[config.mk]
export PLATFORM = sky130hd
export DESIGN_NAME = clock_config_and_baud_gen
export DESIGN_NICKNAME = d
export VERILOG_FILES = /design/src/clock_cfg_pkg.sv /design/src/baud_rate_divider.sv /design/src/clock_config_and_baud_gen.sv /design/src/clock_pin_mux.sv
export SDC_FILE = /design/constraint.sdc
export NUM_CORES = 1
export LEC_CHECK = 0
export ABC_AREA = 1
export BUFFER_PORTS_ARGS = -buffer_cell sky130_fd_sc_hd__clkbuf_2
export CORE_UTILIZATION = 40
export CTS_BUF_LIST = sky130_fd_sc_hd__clkbuf_16
export DETAILED_ROUTE_END_ITERATION = 6
export PLACE_DENSITY = 0.71
export SYNTH_ARGS = -nofsm -noshare
export SYNTH_HDL_FRONTEND = slang
export SYNTH_HIERARCHICAL = 1
export SYNTH_SLANG_ARGS = --single-unit
[constraint.sdc]
create_clock -name clk_i -period 2.9 [get_ports clk_i]
set_input_delay 0.29 -clock clk_i [delete_from_list [all_inputs] [get_ports clk_i]]
set_output_delay 0.29 -clock clk_i [all_outputs]
set_load 0.1 [all_outputs]
[src/clock_cfg_pkg.sv]
// Purpose: shared constants for the clock configuration and serial rate block
// Assumes: 8-bit registers on an 8-bit classic Wishbone slave
// Notes:   crystal reference is sampled as a level on the 250 MHz system clock
package clock_cfg_pkg;
	localparam int REG_W = 8;
	localparam int BAUD_DIV_W = 13;
	localparam int SEL_W = 4;
	localparam int FB_DIV_W = 5;
	localparam int TIMER_N = 4;

	// register offsets
	localparam logic [REG_W-1:0] ADR_SERIAL_RATE   = 8'h3B;
	localparam logic [REG_W-1:0] ADR_SLOW_OSC_TRIM = 8'h3C;
	localparam logic [REG_W-1:0] ADR_PLL_CTRL      = 8'h3D;
	localparam logic [REG_W-1:0] ADR_PLL_OUT_DIV   = 8'h3E;
	localparam logic [REG_W-1:0] ADR_STATUS        = 8'h80;

	// reset values
	localparam logic [REG_W-1:0] RST_SERIAL_RATE   = 8'h7A;
	localparam logic [REG_W-1:0] RST_SLOW_OSC_TRIM = 8'h00;
	localparam logic [REG_W-1:0] RST_PLL_CTRL      = 8'h00;
	localparam logic [REG_W-1:0] RST_PLL_OUT_DIV   = 8'h08;

	// serial rate fields
	localparam int EXP_MSB  = 7;
	localparam int EXP_LSB  = 5;
	localparam int MANT_MSB = 4;
	localparam int MANT_LSB = 0;
	localparam logic [BAUD_DIV_W-1:0] MANT_EXT_OFFSET = 13'h0021;
	localparam logic [BAUD_DIV_W-1:0] DIV_ONE         = 13'h0001;
	localparam logic [2:0]            EXP_ZERO        = 3'h0;
	localparam logic [2:0]            EXP_ONE         = 3'h1;

	// pll control fields
	localparam int SEL_MSB    = 7;
	localparam int SEL_LSB    = 4;
	localparam int PIN_EN_BIT = 3;
	localparam int PD_BIT     = 2;
	localparam int FB_MSB     = 1;
	localparam int FB_LSB     = 0;
	localparam logic [1:0]          FB_CODE_27 = 2'h1;
	localparam logic [1:0]          FB_CODE_28 = 2'h2;
	localparam logic [FB_DIV_W-1:0] FB_DIV_23  = 5'h17;
	localparam logic [FB_DIV_W-1:0] FB_DIV_27  = 5'h1B;
	localparam logic [FB_DIV_W-1:0] FB_DIV_28  = 5'h1C;

	// clock pin source codes
	localparam logic [SEL_W-1:0] SEL_GPIO      = 4'h0;
	localparam logic [SEL_W-1:0] SEL_PLL       = 4'h1;
	localparam logic [SEL_W-1:0] SEL_HOLD_LOW  = 4'h2;
	localparam logic [SEL_W-1:0] SEL_HOLD_HIGH = 4'h3;
	localparam logic [SEL_W-1:0] SEL_XTAL      = 4'h4;
	localparam logic [SEL_W-1:0] SEL_XTAL_DIV2 = 4'h5;
	localparam logic [SEL_W-1:0] SEL_XTAL_DIV4 = 4'h6;
	localparam logic [SEL_W-1:0] SEL_XTAL_DIV8 = 4'h7;
	localparam logic [SEL_W-1:0] SEL_OVF_0     = 4'h8;
	localparam logic [SEL_W-1:0] SEL_OVF_1     = 4'h9;
	localparam logic [SEL_W-1:0] SEL_OVF_2     = 4'hA;
	localparam logic [SEL_W-1:0] SEL_OVF_3     = 4'hB;

	// serial framing
	localparam logic [3:0] FRAME_BITS = 4'hA;
	localparam logic [3:0] BIT_ONE    = 4'h1;
	localparam logic       START_LVL  = 1'b0;
	localparam logic       STOP_LVL   = 1'b1;

	// status bits
	localparam int ST_TX_BUSY = 0;
	localparam int ST_PIN     = 1;
	localparam int ST_PIN_OE  = 2;

	typedef enum logic {TX_IDLE, TX_SEND} tx_state_t;
endpackage

[src/baud_rate_divider.sv]
// Purpose: divide crystal ticks down to the serial bit rate
// Assumes: ref_tick_i is one cycle per crystal period
// Notes:   setting only taken on load_i, i.e. at a character start
`timescale 1ns/1ps
`default_nettype none
module baud_rate_divider (
	// clock and control
	input  wire logic                           clk_i,
	input  wire logic                           rst_i,
	input  wire logic                           ce_i,
	// rate control
	input  wire logic                           ref_tick_i,
	input  wire logic                           load_i,
	input  wire logic [clock_cfg_pkg::REG_W-1:0] setting_i,
	// bit timing
	output logic                                bit_tick_o
);
	import clock_cfg_pkg::*;

	logic [REG_W-1:0]      active_q;
	logic [BAUD_DIV_W-1:0] cnt_q;
	logic [BAUD_DIV_W-1:0] div_d;
	logic [BAUD_DIV_W-1:0] mant_w;
	logic [2:0]            exp_w;

	always_comb begin
		exp_w  = active_q[EXP_MSB:EXP_LSB];
		mant_w = BAUD_DIV_W'(active_q[MANT_MSB:MANT_LSB]);
		if (exp_w == EXP_ZERO) begin
			div_d = mant_w + DIV_ONE; // RL1
		end else begin
			div_d = (mant_w + MANT_EXT_OFFSET) << (exp_w - EXP_ONE); // RL2
		end
	end

	// new rate waits for the next frame start
	always_ff @(posedge clk_i) begin
		if (rst_i) begin
			active_q <= RST_SERIAL_RATE;
		end else if (ce_i && load_i) begin
			active_q <= setting_i; // RL15
		end
	end

	always_ff @(posedge clk_i) begin
		if (rst_i) begin
			cnt_q      <= '0;
			bit_tick_o <= 1'b0;
		end else if (ce_i) begin
			bit_tick_o <= 1'b0;
			if (load_i) begin
				cnt_q <= '0;
			end else if (ref_tick_i) begin
				if (cnt_q == div_d - DIV_ONE) begin
					cnt_q      <= '0;
					bit_tick_o <= 1'b1;
				end else begin
					cnt_q <= cnt_q + DIV_ONE;
				end
			end
		end
	end
endmodule
`default_nettype wire

[src/clock_config_and_baud_gen.sv]
// Purpose: clock configuration, serial bit rate and clock pin control
// Assumes: xtal_i is the 27.12 MHz crystal level, synchronous to clk_i
// Notes:   analog pll and slow oscillator sit outside; this drives their settings
// Function
// [RL1] exponent zero: rate is crystal over mantissa+1
// [RL2] else crystal over mantissa+33, over 2^(exponent-1)
// [RL3] frame: start, eight data, stop, no parity
// [RL4] host keeps rate at or below 1228.8 kbit/s
// [RL5] serial rate register resets to 7Ah
// [RL6] host uses table values for standard rates
// [RL7] larger trim gives slower oscillator
// [RL8] clock out: crystal times feedback, halved, over output
// [RL9] feedback code gives 23, 27, 28, 23
// [RL10] output divider divides by its value, 8..254
// [RL11] codes 0-3: io, pll, low, high
// [RL12] codes 4-7: crystal, half, quarter, eighth
// [RL13] codes 8-B toggle pin on timer overflow
// [RL14] control byte: select, enable, power down, feedback
// [RL15] new rate applies at next character start
`timescale 1ns/1ps
`default_nettype none
module clock_config_and_baud_gen (
	// clock and control
	input  wire logic                                clk_i,
	input  wire logic                                rst_i,
	input  wire logic                                ce_i,
	// wishbone slave
	input  wire logic                                wb_cyc_i,
	input  wire logic                                wb_stb_i,
	input  wire logic                                wb_we_i,
	input  wire logic                                wb_sel_i,
	input  wire logic [clock_cfg_pkg::REG_W-1:0]     wb_adr_i,
	input  wire logic [clock_cfg_pkg::REG_W-1:0]     wb_dat_i,
	output logic      [clock_cfg_pkg::REG_W-1:0]     wb_dat_o,
	output logic                                     wb_ack_o,
	// clock sources
	input  wire logic                                xtal_i,
	input  wire logic                                pll_clk_i,
	input  wire logic [clock_cfg_pkg::TIMER_N-1:0]   timer_ovf_i,
	input  wire logic                                gpio_out_i,
	input  wire logic                                gpio_oe_i,
	// serial transmit
	input  wire logic [clock_cfg_pkg::REG_W-1:0]     tx_data_i,
	input  wire logic                                tx_valid_i,
	output logic                                     tx_ready_o,
	output logic                                     txd_o,
	// clock pin
	output logic                                     clock_pin_o,
	output logic                                     clock_pin_oe_o,
	// analog settings
	output logic                                     pll_power_down_o,
	output logic      [clock_cfg_pkg::FB_DIV_W-1:0]  pll_feedback_divide_o,
	output logic      [clock_cfg_pkg::REG_W-1:0]     pll_output_divide_o,
	output logic      [clock_cfg_pkg::REG_W-1:0]     slow_osc_trim_o,
	output logic      [clock_cfg_pkg::REG_W-1:0]     slow_osc_speed_o
);
	import clock_cfg_pkg::*;

	logic [REG_W-1:0] serial_rate_setting_q;
	logic [REG_W-1:0] slow_osc_trim_value_q;
	logic [REG_W-1:0] pll_and_clock_pin_control_q;
	logic [REG_W-1:0] pll_output_divider_q;
	logic [REG_W-1:0] rdata_d;
	logic [REG_W-1:0] status_w;
	logic             bus_req;
	logic             bus_wr;
	logic             xtal_prev_q;
	logic             ref_tick;
	logic             bit_tick;
	logic             tx_accept;
	tx_state_t        tx_state_q;
	logic [3:0]       tx_bits_q;
	logic [REG_W:0]   tx_shift_q;

	assign bus_req = wb_cyc_i && wb_stb_i && !wb_ack_o;
	assign bus_wr  = bus_req && wb_we_i && wb_sel_i;

	// register file
	always_ff @(posedge clk_i) begin
		if (rst_i) begin
			serial_rate_setting_q       <= RST_SERIAL_RATE; // RL5
			slow_osc_trim_value_q       <= RST_SLOW_OSC_TRIM;
			pll_and_clock_pin_control_q <= RST_PLL_CTRL;
			pll_output_divider_q        <= RST_PLL_OUT_DIV;
		end else if (ce_i && bus_wr) begin
			unique case (wb_adr_i)
				ADR_SERIAL_RATE:   serial_rate_setting_q       <= wb_dat_i;
				ADR_SLOW_OSC_TRIM: slow_osc_trim_value_q       <= wb_dat_i;
				ADR_PLL_CTRL:      pll_and_clock_pin_control_q <= wb_dat_i; // RL14
				ADR_PLL_OUT_DIV:   pll_output_divider_q        <= wb_dat_i; // RL10
				default:           ;
			endcase
		end
	end

	always_comb begin
		status_w             = '0;
		status_w[ST_TX_BUSY] = (tx_state_q == TX_SEND);
		status_w[ST_PIN]     = clock_pin_o;
		status_w[ST_PIN_OE]  = clock_pin_oe_o;
		unique case (wb_adr_i)
			ADR_SERIAL_RATE:   rdata_d = serial_rate_setting_q;
			ADR_SLOW_OSC_TRIM: rdata_d = slow_osc_trim_value_q;
			ADR_PLL_CTRL:      rdata_d = pll_and_clock_pin_control_q;
			ADR_PLL_OUT_DIV:   rdata_d = pll_output_divider_q;
			ADR_STATUS:        rdata_d = status_w;
			default:           rdata_d = '0;
		endcase
	end

	// ack one cycle after the strobe; unmapped reads return zero
	always_ff @(posedge clk_i) begin
		if (rst_i) begin
			wb_ack_o <= 1'b0;
			wb_dat_o <= '0;
		end else if (ce_i) begin
			wb_ack_o <= bus_req;
			if (bus_req) begin
				wb_dat_o <= rdata_d;
			end
		end
	end

	// crystal rising edge marks one reference period
	always_ff @(posedge clk_i) begin
		if (rst_i) begin
			xtal_prev_q <= 1'b0;
		end else if (ce_i) begin
			xtal_prev_q <= xtal_i;
		end
	end
	assign ref_tick = xtal_i && !xtal_prev_q;

	// rate latched only when a character starts
	assign tx_accept = (tx_state_q == TX_IDLE) && tx_valid_i;

	baud_rate_divider u_baud (
		.clk_i      (clk_i),
		.rst_i      (rst_i),
		.ce_i       (ce_i),
		.ref_tick_i (ref_tick),
		.load_i     (tx_accept), // RL15
		.setting_i  (serial_rate_setting_q),
		.bit_tick_o (bit_tick)
	);

	// transmitter: start bit, 8 data lsb first, stop bit
	always_ff @(posedge clk_i) begin
		if (rst_i) begin
			tx_state_q <= TX_IDLE;
			tx_bits_q  <= '0;
			tx_shift_q <= '0;
			txd_o      <= STOP_LVL;
			tx_ready_o <= 1'b1;
		end else if (ce_i) begin
			unique case (tx_state_q)
				TX_IDLE: begin
					if (tx_valid_i) begin
						tx_state_q <= TX_SEND;
						tx_shift_q <= {STOP_LVL, tx_data_i}; // RL3
						tx_bits_q  <= '0;
						txd_o      <= START_LVL; // RL3
						tx_ready_o <= 1'b0;
					end
				end
				TX_SEND: begin
					if (bit_tick) begin
						if (tx_bits_q == FRAME_BITS - BIT_ONE) begin
							tx_state_q <= TX_IDLE; // RL3
							tx_ready_o <= 1'b1;
						end else begin
							txd_o      <= tx_shift_q[0];
							tx_shift_q <= tx_shift_q >> 1;
							tx_bits_q  <= tx_bits_q + BIT_ONE;
						end
					end
				end
			endcase
		end
	end

	clock_pin_mux u_pin (
		.clk_i       (clk_i),
		.rst_i       (rst_i),
		.ce_i        (ce_i),
		.xtal_i      (xtal_i),
		.ref_tick_i  (ref_tick),
		.pll_clk_i   (pll_clk_i),
		.timer_ovf_i (timer_ovf_i),
		.gpio_out_i  (gpio_out_i),
		.gpio_oe_i   (gpio_oe_i),
		.select_i    (pll_and_clock_pin_control_q[SEL_MSB:SEL_LSB]), // RL14
		.enable_i    (pll_and_clock_pin_control_q[PIN_EN_BIT]), // RL14
		.pin_o       (clock_pin_o),
		.pin_oe_o    (clock_pin_oe_o)
	);

	// analog pll and oscillator settings
	assign pll_power_down_o    = pll_and_clock_pin_control_q[PD_BIT]; // RL14
	assign pll_output_divide_o = pll_output_divider_q; // RL8
	assign slow_osc_trim_o     = slow_osc_trim_value_q;

	always_ff @(posedge clk_i) begin
		if (rst_i) begin
			pll_feedback_divide_o <= FB_DIV_23;
			slow_osc_speed_o      <= ~RST_SLOW_OSC_TRIM;
		end else if (ce_i) begin
			// speed code falls as trim rises
			slow_osc_speed_o <= ~slow_osc_trim_value_q; // RL7
			unique case (pll_and_clock_pin_control_q[FB_MSB:FB_LSB])
				FB_CODE_27: pll_feedback_divide_o <= FB_DIV_27; // RL9
				FB_CODE_28: pll_feedback_divide_o <= FB_DIV_28; // RL9
				default:    pll_feedback_divide_o <= FB_DIV_23; // RL9
			endcase
		end
	end
endmodule
`default_nettype wire

[src/clock_pin_mux.sv]
// Purpose: select the source that drives the clock output pin
// Assumes: timer overflows are one-cycle pulses on clk_i
// Notes:   reserved select codes leave the pin undriven
`timescale 1ns/1ps
`default_nettype none
module clock_pin_mux (
	// clock and control
	input  wire logic                              clk_i,
	input  wire logic                              rst_i,
	input  wire logic                              ce_i,
	// sources
	input  wire logic                              xtal_i,
	input  wire logic                              ref_tick_i,
	input  wire logic                              pll_clk_i,
	input  wire logic [clock_cfg_pkg::TIMER_N-1:0] timer_ovf_i,
	input  wire logic                              gpio_out_i,
	input  wire logic                              gpio_oe_i,
	// selection
	input  wire logic [clock_cfg_pkg::SEL_W-1:0]   select_i,
	input  wire logic                              enable_i,
	// pin
	output logic                                   pin_o,
	output logic                                   pin_oe_o
);
	import clock_cfg_pkg::*;

	logic [2:0] xdiv_q;
	logic       toggle_q;
	logic       timer_sel;
	logic       pin_d;
	logic       oe_d;

	always_ff @(posedge clk_i) begin
		if (rst_i) begin
			xdiv_q <= '0;
		end else if (ce_i && ref_tick_i) begin
			xdiv_q <= xdiv_q + 3'h1;
		end
	end

	assign timer_sel = (select_i >= SEL_OVF_0) && (select_i <= SEL_OVF_3);

	always_ff @(posedge clk_i) begin
		if (rst_i) begin
			toggle_q <= 1'b0;
		end else if (ce_i && timer_sel && timer_ovf_i[select_i[1:0]]) begin
			toggle_q <= ~toggle_q; // RL13
		end
	end

	always_comb begin
		pin_d = 1'b0;
		oe_d  = enable_i;
		unique case (select_i)
			SEL_GPIO: begin
				pin_d = gpio_out_i; // RL11
				oe_d  = gpio_oe_i;
			end
			SEL_PLL:       pin_d = pll_clk_i; // RL11
			SEL_HOLD_LOW:  pin_d = 1'b0; // RL11
			SEL_HOLD_HIGH: pin_d = 1'b1; // RL11
			SEL_XTAL:      pin_d = xtal_i; // RL12
			SEL_XTAL_DIV2: pin_d = xdiv_q[0]; // RL12
			SEL_XTAL_DIV4: pin_d = xdiv_q[1]; // RL12
			SEL_XTAL_DIV8: pin_d = xdiv_q[2]; // RL12
			SEL_OVF_0, SEL_OVF_1, SEL_OVF_2, SEL_OVF_3: pin_d = toggle_q; // RL13
			default: begin
				pin_d = 1'b0;
				oe_d  = 1'b0;
			end
		endcase
	end

	always_ff @(posedge clk_i) begin
		if (rst_i) begin
			pin_o    <= 1'b0;
			pin_oe_o <= 1'b0;
		end else if (ce_i) begin
			pin_o    <= pin_d;
			pin_oe_o <= oe_d;
		end
	end
endmodule
`default_nettype wire

# Word-level counts from Yosys, hierarchy flattened
# Cells that the tools add are included.
op_classes:
  add_sub_neg: 7
  n_mul: 0
  div_mod_pow: 0
  n_lt_le_gt_ge: 3
  eq_ne: 24
  shift: 1
  n_mux: 32
  bitwise_logic: 3
  reduce_logical: 27
op_table:
  columns: ["operator", "count"]
  rows:
  - ["$mux W13", 4]
  - ["$pmux W8 S5", 1]
  - ["$eq A8 B6 Y1 const B", 4]
  - ["$mux W9", 3]
  - ["$eq A4 B4 Y1 const B", 5]
  - ["$pmux W9 S2", 1]
  - ["$eq A4 B3 Y1 const B", 4]
  - ["$pmux W4 S2", 2]
  - ["$add A13 B1 Y13 const B", 1]
  - ["$eq A13 B13 Y1", 1]
  - ["$shl A13 B3 Y13", 1]
  - ["$sub A13 B1 Y13 const B", 1]
  - ["$logic_and A1 B1 Y1", 12]
  - ["$mux W1", 12]
  - ["$mux W4", 3]
  - ["$reduce_and A2 Y1", 6]
  - ["$reduce_or A11 Y1", 1]
  - ["$eq A4 B2 Y1 const B", 2]
  - ["$eq A8 B8 Y1 const B", 1]
  - ["$not A8 Y8", 1]
  - ["$pmux W1 S2", 4]
  - ["$pmux W1 S8", 1]
  - ["$reduce_and A4 Y1", 2]
  - ["$add A5 B6 Y7 const B", 1]
  - ["other kinds (19)", 23]
word_totals:
  ff_bits: 99
  latchBits: 0
  ram_bits: 0
  romBits: 0
  in_bits: 40
  out_inout_bits: 43
  word_cells: 118
  mem_count: 0

# Logic depth before layout (Yosys ltp)
depth:
  word_depth: 8
  depth_mapped: 25
  mapped_depth_nobuf: 23

# Hierarchy
# The synthesis kept the hierarchy.
by_module_without_submodules:
  columns: ["module", "n_inst", "cells_per_inst", "area_each_um2", "seq_area_each_um2"]
  rows:
  - ["clock_config_and_baud_gen", 1, 385, 2921.6, 1381.3]
  - ["baud_rate_divider", 1, 377, 2348.5, 440.4]
  - ["clock_pin_mux", 1, 62, 384.1, 120.1]

# Worst setup path before layout
# OpenSTA, ideal clock, no wires.
synth_path:
  path_type: "register -> register"
  start: "register u_baud.active_q[5]"
  end: "register u_baud.cnt_q[10]"
  setup_time_ns: 0.140
  arrival_time_ns: 2.782
  required_time_ns: 2.760
  slack_ns: -0.022
  path_stages_with_launch: 24
  n_path_buf: 2
  period_less_slack_ns: 2.922
  path_cell_list: "dfxtp_1 -> inv_2 -> ha_1 -> ha_1 -> buf_4 -> inv_2 -> nand2_2 -> inv_2 -> nand3_2 -> nand2_1 -> inv_1 -> ha_1 -> xnor2_1 -> a21oi_1 -> nand2_1 -> nor2_1 -> nand3_1 -> nor2_1 -> nand2_2 -> nor2_4 -> nand3_4 -> buf_8 -> nand3_2 -> a21oi_2"
synth_via:
  elab_chain_len: 8
  word_cells_on_any_way: 9
  cone_classes: "2 x add/sub; 1 x eq/ne; 1 x shift; 4 x mux; 1 x reduce/logical"
synth_rtl:
  columns: ["element", "line", "rtl"]
  rows:
  - ["start, declared", "baud_rate_divider.sv:20", "logic [REG_W-1:0] active_q;"]
  - ["start signal, assigned", "baud_rate_divider.sv:41", "active_q <= setting_i;"]
  - ["$sub A3 B1 Y3", "baud_rate_divider.sv:32", "div_d = (mant_w + MANT_EXT_OFFSET) << (exp_w - EXP_ONE);"]
  - ["$shl A13 B3 Y13", "baud_rate_divider.sv:32", null]
  - ["$mux W13 *", "baud_rate_divider.sv:29", "if (exp_w == EXP_ZERO) begin"]
  - ["$sub A13 B1 Y13 *", "baud_rate_divider.sv:54", "if (cnt_q == div_d - DIV_ONE) begin"]
  - ["$eq A13 B13 Y1 *", "baud_rate_divider.sv:54", null]
  - ["$mux W13 *", "baud_rate_divider.sv:54", null]
  - ["$mux W13 *", "baud_rate_divider.sv:53", "end else if (ref_tick_i) begin"]
  - ["$mux W13 *", "baud_rate_divider.sv:51", "if (load_i) begin"]
  - ["end signal, assigned", "baud_rate_divider.sv:58", "cnt_q <= cnt_q + DIV_ONE;"]
  - ["end, declared", "baud_rate_divider.sv:21", "logic [BAUD_DIV_W-1:0] cnt_q;"]
# Every way passes the cells marked *; elsewhere a longest branch is shown, timed or not. The select of a mux whose other input is x is not followed.
# A chain may end at the register's enable or synchronous reset.

# Final worst setup path
layout_path:
  start: "register u_baud.active_q[5]"
  end: "register u_baud.cnt_q[4]"
# The elaborated chain is that of the path after synthesis.

==> impl_metrics.tcl <==
set metrics [dict create \
    status "finished clean" \
    period_minus_slack_ns 2.71 \
    ys_warn_count 6 \
    critPathRequiredTime_ns 3.12 \
    cts_sinks 97 \
    tightest_slew_ns 0.583 \
    hp-class "in2reg" \
    syn_area_per_cell_um2 6.86 \
    cpMaxStageDelayCell "dfxtp_2" \
    grt_pass1_wl_mm 24.5 \
    hold-path-cell-count 3 \
    slowest_delay_ns 0.33 \
    via_count 5583 \
    path_clk_slew_ns 0.07 \
    yosysTopAreaCell "dfxtp_1" \
    nets 957 \
    relSlewSlack_pct 61.1 \
    ys_seq_area_share_pct 34.3 \
    num_rows 43 \
    synth_top_cell_area_share_pct 34.3 \
    worstSetupPathType "reg2reg" \
    dieArea_mm2 0.0146 \
    die_w_um 121 \
    grt_pass1_vias 5136 \
    area.growth.synth_to_final_pct 17.9 \
    via_per_inst 5.12 \
    cp-end-kind "flip-flop" \
    synth_cells 824 \
    insertion_delay_ns 0.34 \
    avgRoutedWirePerCell_um 13.4 \
    remaining_drc_errors 0 \
    crit_top_cell "nand2_2" \
    maxCapViolCount 0 \
    crit_path_max_fanout 7 \
    irDropWorstVdd_mv 0.435 \
    setup_violations 0 \
    hold_violations 0 \
    synthTopCellsByArea "dfxtp_1, nand2_1, nand3_1, inv_1, a21oi_1" \
    timing.final.ws_setup_ns 0.188 \
    fin_skew_ns 0.0101 \
    cts_tree "yes" \
    place_congestion 0.882 \
    drtIter0Drc 341 \
    power_uw 3460 \
    p_leak_uw 0.00289 \
    power.density_mw_per_mm2 519 \
    htreeDepth 3 \
    dr.pass1.iters 5 \
    portBuffers 81 \
    crit_arrival_ns 2.93 \
    final_layout_size_suffix_gt1_share_pct 21.6 \
    diodes 0 \
    grt_max_degree 38 \
    synth.distinct_cells 43 \
    synth_fp_nets 875 \
    overflow 0 \
    wl_mm 14.6 \
    path_cells "inv_2 > ha_2 > ha_4 > nand2_2 > inv_4 > nand3_2 > nand2_2 > inv_1 > ha_4 > xnor2_1 > a21oi_1 > nand2_1 > nor2_1 > nand3_1 > nor2_1 > nand2_2 > nor2_4 > nand3_4 > nand3_2 > a21oi_2" \
    post-place-ws_ns 0.0544 \
    grt_usage_pct 20.8 \
    dp_hpwl_mm 11.0 \
    detail-route-antenna-nets 0 \
    start_util_pct 40.9 \
    fmax_mhz 369 \
    holdBufCountCts 0 \
    cts-root-buf "clkbuf_16" \
    die_h_um 121 \
    io_pins 83 \
    post-route-period-util_pct 93.5 \
    layout_commonest_cell "nand2_1" \
    mostFrequentLayoutCells "nand2_1, dfxtp_1, nand3_1, inv_1, clkbuf_2" \
    rr_worst_depth 20 \
    fp.coreArea_mm2 0.0138 \
    ys_seq_elements 97 \
    cts_buffer_depth 2 \
    numCtsBuffers 9 \
    critPathLaunchType "flip-flop" \
    antenna_found_initial 0 \
    synth_area_mm2 0.00565 \
    slew_viol_final 0 \
]
registers in the layout (all words and copies together) (netlist names), 8 cells and up:
signal,cells
u_baud/active_q,8
tx_shift_q,9
pll_and_clock_pin_control_q,8
u_baud/cnt_q,13
wb_dat_o,8
pll_output_divide_o,8
slow_osc_speed_o,8
slow_osc_trim_o,8
serial_rate_setting_q,8
metal layers:
metal | wire, µm | track usage [%]
met1 | 6760 | 27.5
met2 | 6780 | 34.3
met3 | 767 | 2.87
met4 | 314 | 7.72
met5 | 0 | 0
path summary, 6_finish.rpt:
| path | from | end | slack [ns] |
|---|---|---|---|
| max | u_baud/active_q[5] | u_baud/cnt_q[4] | 0.19 |
| min | wb_dat_i[3] | pll_output_divide_o[3] | 0.23 |
| max reg2reg | u_baud/active_q[5] | u_baud/cnt_q[4] | 0.19 |
| min reg2reg | tx_shift_q[0] | txd_o | 0.46 |
Yosys cell counts, drive strengths merged:
| cell type | count |
|---|---|
| nand2 | 177 |
| nand3 | 112 |
| inv | 98 |
| dfxtp | 97 |
| nor2 | 86 |
| a21oi | 72 |
| o21ai | 72 |
| buf | 20 |
| nand4 | 17 |
| xor2 | 14 |
| ha | 11 |
| clkbuf | 9 |
| nor3 | 9 |
| mux2i | 8 |
| o211ai | 6 |
| clkinv | 4 |
| nor4 | 2 |
| or2 | 2 |
| a21boi | 1 |
| and2 | 1 |
| conb | 1 |
| nand3b | 1 |
| nor3b | 1 |
| o21bai | 1 |
| o22ai | 1 |
| xnor2 | 1 |
report_power, final:
group	switching [µW]	internal (µW)	total [µW]
combinational	503	216	720
sequential	27.3	1370	1400
clock	499	842	1340
total	1030	2430	3460
worst max-delay path: cells and delay by family (launching register included):
family          cells  cell delay [ns]
fa+ha+maj           3             0.67
simple gates       11             1.16
buf+inv             3             0.16
xor+xnor            1             0.11
compound gates      2             0.17
flops               1             0.33
what timing repair did:
item,4_1_cts,5_1_grt
endpoints found under the setup margin,0,13
resized for setup,0,12
setup buffers,0,1
metrics by stage:
stage | hold WS, ns | cells | setup TNS, ns | cell area (µm²) | util [%]
after global routing | 0.252 | 1091 | -0.00196 | 6670 | 48.2
after CTS | 0.225 | 1089 | 0 | 6590 | 47.7
after detailed placement | 0.455 | 1073 | 0 | 6250 | 45.2
after floorplan | 0.352 | 824 | 0 | 5660 | -
final | 0.232 | 1091 | 0 | 6670 | 48.2
after global placement | 0.448 | 1073 | 0 | 6250 | 45.2
kinds of logic after synthesis:
logic type / after synthesis / synth area share, %
other cells: 1 / 0.0663
xor+xnor: 15 / 2.32
buf+inv: 131 / 9.74
fa+ha+maj: 11 / 2.43
compound gates: 153 / 14.6
simple gates: 408 / 35.0
mux: 8 / 1.42
flops: 97 / 34.3
area by class of cell:
cell class	count	area, µm²
inverter	102	385
clock buffer	9	225
tap	180	225
fill	1407	7160
clock inverter	7	116
multi-input combinational	597	3230
timing repair buffer	99	541
sequential	97	1940
No activity file was read; power rests on OpenSTA's default activity.
